`src/pkg/rlc_pkg.sv`:
```
// Package for the receive lane 4..6 control register bank.
// Assumes a classic Wishbone slave with 32-bit data and byte addresses.
`default_nettype none
package rlc_pkg;
  localparam int          RLC_AW         = 8;
  localparam int          RLC_DW         = 32;
  localparam int          RLC_NLANE      = 3;
  localparam int          RLC_PD_W       = 8;
  localparam logic [7:0]  RLC_LANE4_OFF  = 8'h14;
  localparam logic [7:0]  RLC_LANE5_OFF  = 8'h18;
  localparam logic [7:0]  RLC_LANE6_OFF  = 8'h1C;
  localparam int          RLC_INV_BIT    = 0;
  localparam int          RLC_PD_BIT     = 1;
  localparam int          RLC_SPARE_BIT  = 2;
  localparam int          RLC_FIELD_W    = 3;
  localparam logic [2:0]  RLC_CTRL_RST   = 3'h4;
  localparam int          RLC_LANE4_IDX  = 4;
  localparam int          RLC_LANE5_IDX  = 2;
  localparam int          RLC_LANE6_IDX  = 6;
  localparam logic [31:0] RLC_UNMAPPED   = 32'h0000_0000;
endpackage : rlc_pkg
`default_nettype wire

```
`src/hw/rlc_regs.sv`:
```
// Control registers for receive lanes 4, 5 and 6 with data inversion.
// Assumes classic Wishbone master on ref_clk; lane data on the same clock.
//
// The implementer's own choice: the Wishbone slave port.
`timescale 1ns/1ns
`default_nettype none
module rlc_regs #(
  parameter int LANE_W = 32
) (
  input  wire logic                         ref_clk,
  input  wire logic                         rst_n,
  input  wire logic                         wb_cyc_i,
  input  wire logic                         wb_stb_i,
  input  wire logic                         wb_we_i,
  input  wire logic [rlc_pkg::RLC_AW-1:0]   wb_adr_i,
  input  wire logic [3:0]                   wb_sel_i,
  input  wire logic [rlc_pkg::RLC_DW-1:0]   wb_dat_i,
  output logic      [rlc_pkg::RLC_DW-1:0]   wb_dat_o,
  output logic                              wb_ack_o,
  input  wire logic [LANE_W-1:0]            lane4_rx_data,
  input  wire logic [LANE_W-1:0]            lane5_rx_data,
  input  wire logic [LANE_W-1:0]            lane6_rx_data,
  output logic      [LANE_W-1:0]            lane4_data_out,
  output logic      [LANE_W-1:0]            lane5_data_out,
  output logic      [LANE_W-1:0]            lane6_data_out,
  output logic      [rlc_pkg::RLC_PD_W-1:0] lane_powerdown
);
  localparam int FW = rlc_pkg::RLC_FIELD_W;

  logic [FW-1:0]               ctrl_r   [rlc_pkg::RLC_NLANE];
  logic [FW-1:0]               ctrl_nxt [rlc_pkg::RLC_NLANE];
  logic [rlc_pkg::RLC_AW-1:0]  lane_off [rlc_pkg::RLC_NLANE];
  logic [LANE_W-1:0]           rx_in    [rlc_pkg::RLC_NLANE];
  logic [LANE_W-1:0]           rx_r     [rlc_pkg::RLC_NLANE];
  logic [LANE_W-1:0]           rx_nxt   [rlc_pkg::RLC_NLANE];
  logic                        ack_r;
  logic                        ack_nxt;
  logic [rlc_pkg::RLC_DW-1:0]  dat_r;
  logic [rlc_pkg::RLC_DW-1:0]  dat_nxt;
  logic                        req;

  assign lane_off[0] = rlc_pkg::RLC_LANE4_OFF;
  assign lane_off[1] = rlc_pkg::RLC_LANE5_OFF;
  assign lane_off[2] = rlc_pkg::RLC_LANE6_OFF;
  assign rx_in[0]    = lane4_rx_data;
  assign rx_in[1]    = lane5_rx_data;
  assign rx_in[2]    = lane6_rx_data;
  assign req         = wb_cyc_i && wb_stb_i && !ack_r;

  // Bus answer and register writes
  always_comb begin
    ack_nxt = req;
    dat_nxt = dat_r;
    for (int i = 0; i < rlc_pkg::RLC_NLANE; i++) begin
      ctrl_nxt[i] = ctrl_r[i];
      if (req && wb_adr_i == lane_off[i]) begin
        if (wb_we_i && wb_sel_i[0]) begin
          ctrl_nxt[i] = wb_dat_i[FW-1:0];
        end
      end
    end
    if (req && !wb_we_i) begin
      dat_nxt = rlc_pkg::RLC_UNMAPPED;
      for (int i = 0; i < rlc_pkg::RLC_NLANE; i++) begin
        if (wb_adr_i == lane_off[i]) begin
          dat_nxt = {{(rlc_pkg::RLC_DW-FW){1'b0}}, ctrl_r[i]};
        end
      end
    end
  end

  always_ff @(posedge ref_clk) begin
    if (!rst_n) begin
      ack_r <= 1'b0;
      dat_r <= '0;
      for (int i = 0; i < rlc_pkg::RLC_NLANE; i++) begin
        ctrl_r[i] <= rlc_pkg::RLC_CTRL_RST;
      end
    end else begin
      ack_r <= ack_nxt;
      dat_r <= dat_nxt;
      for (int i = 0; i < rlc_pkg::RLC_NLANE; i++) begin
        ctrl_r[i] <= ctrl_nxt[i];
      end
    end
  end

  // Per-lane receive data inversion, registered
  genvar g;
  generate
    for (g = 0; g < rlc_pkg::RLC_NLANE; g++) begin : g_lane
      always_comb begin
        rx_nxt[g] = ctrl_r[g][rlc_pkg::RLC_INV_BIT] ? ~rx_in[g] : rx_in[g];
      end
      always_ff @(posedge ref_clk) begin
        if (!rst_n) begin
          rx_r[g] <= '0;
        end else begin
          rx_r[g] <= rx_nxt[g];
        end
      end
    end
  endgenerate

  assign lane4_data_out = rx_r[0];
  assign lane5_data_out = rx_r[1];
  assign lane6_data_out = rx_r[2];
  assign wb_ack_o       = ack_r;
  assign wb_dat_o       = dat_r;

  // Power-down vector; unlisted elements stay low
  always_comb begin
    lane_powerdown = '0;
    lane_powerdown[rlc_pkg::RLC_LANE4_IDX] = ctrl_r[0][rlc_pkg::RLC_PD_BIT];
    lane_powerdown[rlc_pkg::RLC_LANE5_IDX] = ctrl_r[1][rlc_pkg::RLC_PD_BIT];
    lane_powerdown[rlc_pkg::RLC_LANE6_IDX] = ctrl_r[2][rlc_pkg::RLC_PD_BIT];
  end
endmodule // rlc_regs
`default_nettype wire

```
`config.mk`:
```
export PLATFORM = sky130hd
export DESIGN_NAME = rlc_regs
export DESIGN_NICKNAME = d
export VERILOG_FILES = /design/src/pkg/rlc_pkg.sv /design/src/hw/rlc_regs.sv
export SDC_FILE = /design/constraint.sdc
export NUM_CORES = 1
export LEC_CHECK = 0
export CAP_MARGIN = 20
export CORE_AREA = 2 2 110 112
export CTS_CLUSTER_SIZE = 10
export DETAILED_ROUTE_END_ITERATION = 8
export DIE_AREA = 0 0 112 114
export DONT_BUFFER_PORTS = 1
export GPL_ROUTABILITY_DRIVEN = 0
export SLEW_MARGIN = 40
export SYNTH_ARGS = -nofsm -noshare
export SYNTH_HDL_FRONTEND = slang
export SYNTH_SLANG_ARGS = --single-unit
```
`constraint.sdc`:
```
create_clock -name ref_clk -period 1.4 [get_ports ref_clk]
set_input_delay 0.21 -clock ref_clk [delete_from_list [all_inputs] [get_ports ref_clk]]
set_output_delay 0.21 -clock ref_clk [all_outputs]
set_load 0.005 [all_outputs]
```
==> results of run 1 <==
cell type report:
cell class,count,area (um2)
multi-input cells,273,1930
clock buffers,9,225
clock inverters,7,97.6
repair buffers,15,178
well taps,147,184
fillers,1151,6900
flip-flops and latches,109,2190
metal layers:
layer	track usage (%)	share of wire [%]	vias up
met5	0	0	-
met4	8.13	2.4	0
met3	4.36	9.0	17
met2	19.8	50	152
met1	13.5	39	1134
li1	-	-	1195
through the flow:
step                      instance area, um2  setup slack, ns  utilization [%]
after floorplan                         4520            0.337                -
after global placement                  4360            0.243             37.2
after detailed placement                4360            0.214             37.2
after CTS                               4700           0.0138             40.1
after global routing                    4810           0.0287             41.0
final                                   4810           0.0816             41.0
worst max-delay path by stage:
stage | from | to | slack (ns) | cells after the start
after floorplan | wb_adr_i[3] | ctrl_r[0][2]$_SDFFE_PN1P_ | 0.34 | 4
after global placement | ctrl_r[0][0]$_SDFFE_PN0P_ | rx_r[0][6]$_SDFF_PN0_ | 0.24 | 3
after detailed placement | wb_ack_o$_SDFF_PN0_ | ctrl_r[0][2]$_SDFFE_PN1P_ | 0.21 | 3
after CTS | ctrl_r[0][3]$_SDFFE_PN0P_ | rx_r[1][25]$_SDFF_PN0_ | 0.01 | 3
after global routing | ctrl_r[0][3]$_SDFFE_PN0P_ | rx_r[1][25]$_SDFF_PN0_ | 0.03 | 3
final | ctrl_r[0][3]$_SDFFE_PN0P_ | rx_r[1][25]$_SDFF_PN0_ | 0.08 | 3
where the power goes:
part           internal, mW  switching, mW  total (mW)
logic                 0.163          0.130       0.293
registers              3.25         0.0810        3.33
clock network          1.57           1.15        2.72
flip-flops by register name (all words and copies together), names as in the netlist:
name and count:
rx_r 96, ctrl_r 9, wb_ack_o 1, wb_dat_o 3
cells by family (layout without fill, tap and decap cells):
group / Yosys count / in the layout
compound gates: 9 / 9
simple gates: 125 / 125
mux: 9 / 9
flops: 109 / 109
buf+inv: 62 / 31
xor+xnor: 96 / 96
other cells: 1 / 34
critical path: cells and delay by family, from the launching register on:
family / cells / cell delay [ns]
simple gates: 1 / 0.15
xor+xnor: 1 / 0.16
flops: 1 / 0.37
buf+inv: 1 / 0.54
cells in the final DEF (no fill, tap or decap):
cell and n:
nand4_1 3, and2_1 97, buf_12 4, nor2_1 1, o221ai_1 3, dfxtp_1 106
clkbuf_16 9, nor4b_4 1, and3b_1 1, nand2_1 8, clkinv_2 1, dfxtp_2 2
bufinv_16 2, conb_1 34, nor2b_1 4, nand3_1 3, a21o_2 3, buf_4 5
and4b_1 1, clkinv_4 1, clkinvlp_4 2, dlygate4sd3_1 6, mux2i_1 9, dfxtp_4 1
nand4bb_1 2, inv_6 1, o21ai_0 3, xor2_1 96, nand4b_1 1, and4b_2 2
and4bb_2 1
timing repair:
action                                  in CTS  in global routing
hold buffers                                 2                  6
gates resized for setup                      0                  1
endpoints found under the setup margin       0                  1
hold endpoints to repair                    91                 17
setup buffers                                0                  3
==> qor.csv, run 1 <==
stage,metric,value,unit
timing,setup TNS,0,ns
logic_synthesis,cell taking the most area after synthesis,dfxtp_1,
critical_path,CP startpoint kind,register,
logic_synthesis,simple-gate share of the synthesized area,18.4,%
critical_path,reg-to-reg startpoint,ctrl_r[0][3]$_SDFFE_PN0P_,
power_and_ir_drop,leakage,2.30,nW
timing,Tmin final,1.32,ns
cts,H-tree depth,3,
logic_synthesis,post-synthesis mux area share,2.05,%
logic_synthesis,Synth Area in Compound Gates,1.54,%
logic_synthesis,sequential area share after synthesis,49.6,%
critical_path,Crit path largest cell delay,0.54,ns
cts,"Clk Latency, worst-skew pair",0.35,ns
logic_synthesis,share of flip-flops with an asynchronous set or reset,0,%
cts,Root Buffer,clkbuf_16,
detailed_routing,routed vias,2498,
outcome,outcome,"complete, but fails checks",
timing,relative slew slack,58.2,%
outcome,failing checks,negative hold slack,
floorplan,DIE WIDTH,112,um
cts,CTS tree,done,
critical_path,CP arrival,1.56,ns
global_route,vias in the first global route,2243,
logic_synthesis,Syn Std Cell Area,4400,um2
logic_synthesis,Synth Area in XOR/XNOR,19.1,%
cells_and_area,# nets final,553,
cells_and_area,Layout area overhead,9.37,%
cells_and_area,fin cells,560,
job,Max Cap Viol,0,
floorplan,# rows,40,
timing,Slew @ Worst Pin,0.625,ns
timing,Tcrit/Tclk final,94.2,%
timing,final number of setup-violating endpoints,0,
timing,unrepaired setup endpoints after global routing,no,
logic_synthesis,main combinational cell family by area after synthesis,XOR/XNOR gates,
critical_path,r2r setup slk,0.08,ns
critical_path,crit-path cells,"xor2_1, and2_1, dlygate4sd3_1",
timing,final hold violations,2,
power_and_ir_drop,"Power, Total",6.35,mW
worst_hold_path,worst min path class,input pin to register,
cts,clock buffer depth,2,
critical_path,Critical Path RT,1.64,ns
global_route,initial antenna violation count,0,
detailed_routing,routed len/inst,16.5,um
cells_and_area,number of diodes,0,
detailed_routing,DR vias/cell,4.46,
placed_design,Port Buffers,0,
worst_hold_path,hold depth,1,
critical_path,FF-to-FF path depth,3,
logic_synthesis,Post-synth EDFFs,0,
floorplan,starting density of the core,37.5,%
critical_path,critical path class,register to register,
global_route,GRT Overall Usage,12.2,%
worst_hold_path,min-delay src,rst_n,
critical_path,Crit Path Max Fanout,6,
floorplan,die footprint,12800,um2
placed_design,DP Wirelength,5900,um
logic_synthesis,mean post-synth cell area,10.7,um2
critical_path,slowest CP cell,dlygate4sd3_1,
logic_synthesis,top-count cell post-synth,dfxtp_1,
floorplan,Top Ports,282,
detailed_routing,Routed WL,9230,um
logic_synthesis,Synth Area in Adders,0,%
floorplan,Die Y,114,um
timing,clk_skew,0.00621,ns
power_and_ir_drop,Power Density,1320,nW/um2
logic_synthesis,Synth top area share,49.6,%
logic_synthesis,Yosys reg bits,109,
timing,Max Freq,0.759,GHz
global_route,GRT overflow,0,
critical_path,Crit. End Element,register,
cells_and_area,share of cells above drive strength 1,8.47,%
detailed_routing,DRC viols,0,
detailed_routing,"antenna viol nets, final",0,
logic_synthesis,YS warnings,0,
critical_path,r2r endpoint,rx_r[1][25]$_SDFF_PN0_,
timing,"Slew Viols, Final",0,
detailed_routing,Iteration-0 DRC Markers,85,
logic_synthesis,top post-synthesis cells by area,"dfxtp_1 50%, xor2_1 19%, and2_1 14%, buf_4 7.3%, mux2i_1 2.0%",
logic_synthesis,Unique masters post-synth,23,
cts,Sink Count,109,
power_and_ir_drop,Max VDD drop,0.000885,V
floorplan,core area,11700,um2
detailed_routing,DR pass1 iterations,4,
placed_design,Placed Cells,533,
cts,Worst-path clk slew,0.07,ns
timing,Min Hold Slack,-0.00563,ns
global_route,largest net degree at the start of global routing,113,
logic_synthesis,Synth top cells by count,"109 x dfxtp_1, 97 x and2_1, 96 x xor2_1, 43 x buf_4, 12 x clkbuf_1",
global_route,global-route wire length before repair,11800,um
logic_synthesis,gate count of the mapped netlist,411,
logic_synthesis,Main synth FF type,dfxtp_1,
cts,CTS buffer count,9,
worst_hold_path,Hold Path End,rx_r[2][8]$_SDFF_PN0_,
(Power assumes the default switching activity.)
==> run 2, diff against run 1 <==
--- a/config.mk
+++ b/config.mk
@@ -6,12 +6,13 @@
 export NUM_CORES = 1
 export LEC_CHECK = 0
 export CAP_MARGIN = 20
-export CORE_AREA = 2 2 110 112
+export CORE_AREA = 2 2 109 111
 export CTS_CLUSTER_SIZE = 10
 export DETAILED_ROUTE_END_ITERATION = 8
-export DIE_AREA = 0 0 112 114
+export DIE_AREA = 0 0 111 113
 export DONT_BUFFER_PORTS = 1
 export GPL_ROUTABILITY_DRIVEN = 0
+export GPL_TIMING_DRIVEN = 0
 export SLEW_MARGIN = 40
 export SYNTH_ARGS = -nofsm -noshare
 export SYNTH_HDL_FRONTEND = slang
==> run 2 against run 1 <==
The flow now finishes without violations; utilization is 3.1 points higher; sequential cell count stayed put; hold slack better by 0.060 ns; global-route usage is 2.1 points higher; highest routed layer unchanged; clock power is 13% lower; critical path type unchanged; sequential share of layout area is 1.6 points lower; register-to-register slack better by 0.04 ns; critical path depth is 1 higher; cell area is 3.4% higher; die area is 1.8% lower; non-clock buffer count is 47 higher; first-iteration DRC count is 33% higher.
==> qor.csv, run 2 (synthesized netlist as in run 1, its figures left out) <==
stage,metric,value,unit
critical_path,CP Launch Point,ctrl_r[0][3]$_SDFFE_PN0P_,
placed_design,Placed Cells,587,
timing,Tmin final,1.28,ns
placed_design,Port Buffers,0,
critical_path,Setup crit end,rx_r[1][21]$_SDFF_PN0_,
critical_path,"most used cell, CP",buf_2,
cells_and_area,# nets final,600,
global_route,initial antenna violation count,0,
cts,Sink Count,109,
job,Max Cap Viol,0,
timing,Tcrit/Tclk final,91.1,%
cts,CTS buffer count,9,
floorplan,Top Ports,282,
cts,postcts setup bufs,0,
critical_path,FF-to-FF path depth,4,
floorplan,die footprint,12500,um2
detailed_routing,DR pass1 iterations,4,
placed_design,pre-CTS WS,0.0135,ns
cts,Worst-path clk slew,0.07,ns
timing,clk_skew,0.00888,ns
cells_and_area,"Design Area, Final",4970,um2
timing,Slew @ Worst Pin,0.658,ns
timing,Min Hold Slack,0.0544,ns
critical_path,Critical Path RT,1.69,ns
cells_and_area,number of diodes,0,
critical_path,Crit path largest cell delay,0.34,ns
cts,clock buffer depth,2,
detailed_routing,DRC viols,0,
cells_and_area,FILL cells,1088,
detailed_routing,Routed WL,9170,um
floorplan,core area,11300,um2
placed_design,area post-placement,4700,um2
worst_hold_path,worst min path class,input pin to register,
outcome,outcome,"finished, final reports clean",
timing,final hold violations,0,
detailed_routing,DR vias/cell,4.39,
cells_and_area,fin cells,603,
cts,"Clk Latency, worst-skew pair",0.34,ns
cells_and_area,max reg flops,96,
worst_hold_path,min-delay src,wb_dat_i[2],
detailed_routing,routed vias,2646,
cts,Root Buffer,clkbuf_16,
cells_and_area,"commonest non-fill, non-tap cell in the layout",dfxtp_1,
global_route,GRT overflow,0,
timing,Max Freq,0.784,GHz
power_and_ir_drop,leakage,2.49,nW
power_and_ir_drop,Max VDD drop,0.000663,V
floorplan,# rows,39,
floorplan,Die Y,113,um
timing,final number of setup-violating endpoints,0,
detailed_routing,routed len/inst,15.2,um
timing,"Slew Viols, Final",0,
critical_path,critical path class,register to register,
cells_and_area,Reg with most FFs,rx_r,
critical_path,slowest CP cell,buf_2,
critical_path,r2r endpoint,rx_r[1][21]$_SDFF_PN0_,
floorplan,starting density of the core,39.0,%
power_and_ir_drop,Power Density,1220,nW/um2
power_and_ir_drop,"Power, Total",6.05,mW
cts,CTS tree,done,
cells_and_area,share of cells above drive strength 1,15.9,%
floorplan,DIE WIDTH,111,um
global_route,global-route wire length before repair,13900,um
timing,relative slew slack,56.1,%
critical_path,reg-to-reg startpoint,ctrl_r[0][3]$_SDFFE_PN0P_,
critical_path,CP arrival,1.57,ns
cells_and_area,final core occ,44.1,%
global_route,largest net degree at the start of global routing,19,
timing,setup TNS,0,ns
cts,Resize count post-CTS,0,
cells_and_area,Layout area overhead,13.1,%
detailed_routing,"antenna viol nets, final",0,
critical_path,crit-path cells,"buf_2, buf_2, xor2_1, and2_1",
critical_path,Crit Path Max Fanout,10,
detailed_routing,Iteration-0 DRC Markers,113,
critical_path,CP startpoint kind,register,
critical_path,Crit. End Element,register,
critical_path,r2r setup slk,0.12,ns
placed_design,DP Wirelength,7160,um
cts,Post-CTS Hold Fix Bufs,0,
timing,PnR worst setup slack,0.124,ns
timing,unrepaired setup endpoints after global routing,no,
cells_and_area,most frequent cells in the layout,"109 x dfxtp_1, 97 x and2_1, 96 x xor2_1, 43 x buf_4, 34 x conb_1",
global_route,vias in the first global route,2639,
global_route,GRT Overall Usage,14.2,%
cts,H-tree depth,3,
run 2: changes by cell type in the layout (fill, tap and decap cells not counted), moves of 3 or more:
cell           before  now
buf_12              4    0
buf_2               0    7
clkbuf_1            0   12
dfxtp_1           106  109
dlygate4sd3_1       6    0
buf_4               5   43
run 2: worst min-delay path by stage:
stage | cells after the start | endpoint
detailed placement | 2 | ctrl_r[0][5]$_SDFFE_PN1P_
global route | 2 | ctrl_r[0][2]$_SDFFE_PN1P_
global placement | 2 | ctrl_r[0][5]$_SDFFE_PN1P_
CTS | 2 | ctrl_r[0][2]$_SDFFE_PN1P_
finish | 2 | ctrl_r[0][2]$_SDFFE_PN1P_
floorplan | 2 | ctrl_r[0][2]$_SDFFE_PN1P_
run 2: worst max-delay path: cells and delay by family, from the launching register on:
kind          cells  cell delay, ns
xor+xnor          1            0.21
buf+inv           2            0.57
flops             1            0.30
simple gates      1            0.14
run 2: layout make-up:
type,instances,area (um2),share of cell area [%]
buffer,62,403,8.10
sequential,109,2180,43.9
clock inverter,7,48.8,0.981
clock buffer,9,225,4.53
multi-input combinational,273,1930,38.9
tap,143,179,3.60
run 2: report_power, final:
group	internal (mW)	leakage (nW)	switching [mW]
registers	3.25	0.905	0.0824
clock network	1.22	0.136	1.14
logic	0.210	1.45	0.147
total	4.68	2.49	1.37
run 2: routing by layer:
layer,GRT usage (%),vias up,share of wire (%)
li1,-,1290,-
met1,15.1,1191,38
met2,24.9,147,50
met3,4.55,18,8.6
met4,8.17,0,2.7
met5,0,-,0
==> run 3, diff against run 2 <==
--- a/config.mk
+++ b/config.mk
@@ -5,11 +5,13 @@
 export SDC_FILE = /design/constraint.sdc
 export NUM_CORES = 1
 export LEC_CHECK = 0
+export ABC_AREA = 1
+export ABC_CLOCK_PERIOD_IN_PS = 1400
 export CAP_MARGIN = 20
-export CORE_AREA = 2 2 109 111
+export CORE_AREA = 2 2 108 110
 export CTS_CLUSTER_SIZE = 10
 export DETAILED_ROUTE_END_ITERATION = 8
-export DIE_AREA = 0 0 111 113
+export DIE_AREA = 0 0 110 112
 export DONT_BUFFER_PORTS = 1
 export GPL_ROUTABILITY_DRIVEN = 0
 export GPL_TIMING_DRIVEN = 0
==> run 3 against run 2 <==
Synthesized cell count is 6.6% higher; via count is 4.8% higher; sequential power hardly changed; clock skew is 0.00053 ns higher; non-clock buffer count is 19 higher; register-to-register slack better by 0.11 ns; wire length is 2.4% lower; combinational power is 22% higher; utilization is 0.88 points higher; clock power is 7% higher; first-iteration DRC count is 19% lower; area after synthesis is 3.9% lower; largest cell class unchanged.
==> qor.csv, run 3 <==
stage,metric,value,unit
logic_synthesis,Unique masters post-synth,23,
power_and_ir_drop,Power Density,1250,nW/um2
global_route,GRT overflow,0,
logic_synthesis,gate count of the mapped netlist,438,
cells_and_area,"Design Area, Final",5030,um2
timing,unrepaired setup endpoints after global routing,no,
global_route,largest net degree at the start of global routing,18,
logic_synthesis,top post-synthesis cells by area,"dfxtp_1 52%, xnor2_1 20%, nor2_1 8.7%, buf_4 8.2%, nand3_1 1.8%",
placed_design,DP Wirelength,6950,um
detailed_routing,"antenna viol nets, final",0,
cts,Worst-path clk slew,0.07,ns
detailed_routing,DRC viols,0,
power_and_ir_drop,P_int,4.94,mW
detailed_routing,Routed WL,8950,um
timing,"Slew Viols, Final",0,
cts,Resize count post-CTS,0,
critical_path,CP startpoint kind,register,
power_and_ir_drop,Max VDD drop,0.000620,V
critical_path,Critical Path RT,1.61,ns
cts,CTS tree,done,
logic_synthesis,Synth top area share,51.6,%
power_and_ir_drop,"Power, Total",6.30,mW
critical_path,"delay-heaviest family, CP",simple AND/OR/NAND/NOR gates,
cells_and_area,Layout area overhead,19.0,%
critical_path,CP arrival,1.37,ns
logic_synthesis,Main synth FF type,dfxtp_1,
cts,Post-CTS Hold Fix Bufs,20,
logic_synthesis,Synth top cells by count,"109 x dfxtp_1, 98 x nor2_1, 96 x xnor2_1, 46 x buf_4, 17 x nand2_1",
logic_synthesis,Yosys reg bits,109,
timing,setup TNS,0,ns
cts,CTS buffer count,9,
critical_path,slowest CP cell,dfxtp_1,
cts,Sink Count,109,
global_route,global-route wire length before repair,13700,um
global_route,GRT Overall Usage,14.5,%
critical_path,Crit path largest cell delay,0.36,ns
floorplan,DIE WIDTH,110,um
cts,postcts setup bufs,0,
detailed_routing,DR vias/cell,4.27,
power_and_ir_drop,leakage,2.06,nW
timing,Tcrit/Tclk final,83.1,%
detailed_routing,routed vias,2772,
global_route,initial antenna violation count,0,
timing,final hold violations,0,
critical_path,Crit Path Max Fanout,4,
job,Max Cap Viol,0,
power_and_ir_drop,sw frac,21.6,%
critical_path,"most used cell, CP",inv_1,
cells_and_area,Reg with most FFs,rx_r,
logic_synthesis,cell taking the most area after synthesis,dfxtp_1,
cells_and_area,share of cells above drive strength 1,15.6,%
critical_path,critical path class,register to register,
cells_and_area,# nets final,647,
floorplan,Top Ports,282,
critical_path,Crit path buffers/inverters,2,
cells_and_area,fin cells,649,
timing,clk_skew,0.00940,ns
cells_and_area,"commonest non-fill, non-tap cell in the layout",dfxtp_1,
detailed_routing,routed len/inst,13.8,um
cts,Root Buffer,clkbuf_16,
power_and_ir_drop,Switch Pwr,1.36,mW
critical_path,Crit. End Element,register,
power_and_ir_drop,clock power share,40.2,%
cells_and_area,FILL cells,1087,
timing,final number of setup-violating endpoints,0,
critical_path,crit-path cells,"nor2_4, inv_1, nor2_1, inv_1, nand2_1, a21oi_1",
logic_synthesis,top-count cell post-synth,dfxtp_1,
logic_synthesis,Post-synth EDFFs,0,
power_and_ir_drop,sequential power share,52.9,%
global_route,vias in the first global route,2802,
outcome,outcome,"finished, final reports clean",
detailed_routing,DR pass1 iterations,4,
cells_and_area,max reg flops,96,
floorplan,core area,11200,um2
timing,Tmin final,1.16,ns
placed_design,Port Buffers,0,
cells_and_area,number of diodes,0,
floorplan,die footprint,12300,um2
worst_hold_path,worst min path class,input pin to register,
cts,H-tree depth,3,
timing,Max Freq,0.859,GHz
logic_synthesis,sequential area share after synthesis,51.6,%
cells_and_area,most frequent cells in the layout,"109 x dfxtp_1, 98 x nor2_1, 96 x xnor2_1, 46 x buf_4, 34 x conb_1",
logic_synthesis,mean post-synth cell area,9.65,um2
floorplan,# rows,39,
power_and_ir_drop,Logic pwr share,6.9,%
detailed_routing,Iteration-0 DRC Markers,92,
logic_synthesis,YS warnings,0,
logic_synthesis,Syn Std Cell Area,4230,um2
placed_design,Placed Cells,614,
floorplan,starting density of the core,37.8,%
cts,"Clk Latency, worst-skew pair",0.34,ns
placed_design,area post-placement,4530,um2
floorplan,Die Y,112,um
cts,clock buffer depth,2,
logic_synthesis,share of flip-flops with an asynchronous set or reset,0,%
-- run 3: layout make-up --
cell class,instances,area (um2),area share [%]
sequential,109,2180,43.4
timing repair buffer,20,200,3.98
buffer,61,430,8.56
clock inverter,4,56.3,1.12
inverter,12,45.0,0.896
clock buffer,11,243,4.83
multi-input combinational,289,1690,33.6
tap,143,179,3.56
-- run 3: worst paths after layout --
kind | start | end | slack [ns] | cells past startpoint
setup / recovery | wb_ack_o$_SDFF_PN0_ | wb_dat_o[2]$_SDFFE_PN0P_ | 0.24 | 6
hold / removal | lane6_rx_data[28] | rx_r[2][28]$_SDFF_PN0_ | 0.01 | 2
setup reg to reg | wb_ack_o$_SDFF_PN0_ | wb_dat_o[2]$_SDFFE_PN0P_ | 0.24 | 6
hold reg to reg | ctrl_r[0][5]$_SDFFE_PN1P_ | ctrl_r[0][5]$_SDFFE_PN1P_ | 0.49 | 2
-- run 3: metrics by stage --
| step | hold slack [ns] | worst slack [ns] | util [%] |
|---|---|---|---|
| 3_3_place_gp | 0.342 | 0.170 | 40.5 |
| 3_5_place_dp | 0.347 | 0.138 | 40.5 |
| 4_1_cts | 0.000102 | 0.187 | 45.0 |
| 6_report | 0.0114 | 0.236 | 45.0 |
| 2_1_floorplan | 0.336 | 0.400 | - |
| 5_1_grt | 0.00611 | 0.0711 | 45.0 |
-- run 3: power groups by stage --
| stage | Clock (mW) | Sequential [mW] | Combinational, mW |
|---|---|---|---|
| CTS | 2.61 | 3.33 | 0.435 |
| global route | 2.72 | 3.35 | 0.495 |
| global placement | 0 | 3.41 | 0.372 |
| detailed placement | 0 | 3.41 | 0.383 |
| finish | 2.53 | 3.33 | 0.435 |
| floorplan | 0 | 3.38 | 0.339 |
-- run 3: logic make-up after synthesis --
logic type,Yosys count,share of synthesized area (%)
AND/OR/NAND/NOR,141,14.8
flip-flops,109,51.6
XOR/XNOR,96,19.9
buffers and inverters,73,11.3
AO/OA/AOI/OAI,18,2.31
other,1,0.0888
-- run 3: routing by layer --
layer / track usage [%] / wire length, um / vias up
li1: - / - / 1380
met1: 14.5 / 3200 / 1212
met2: 25.0 / 4340 / 152
met3: 5.33 / 1060 / 28
met4: 8.69 / 351 / 0
met5: 0 / 0 / -
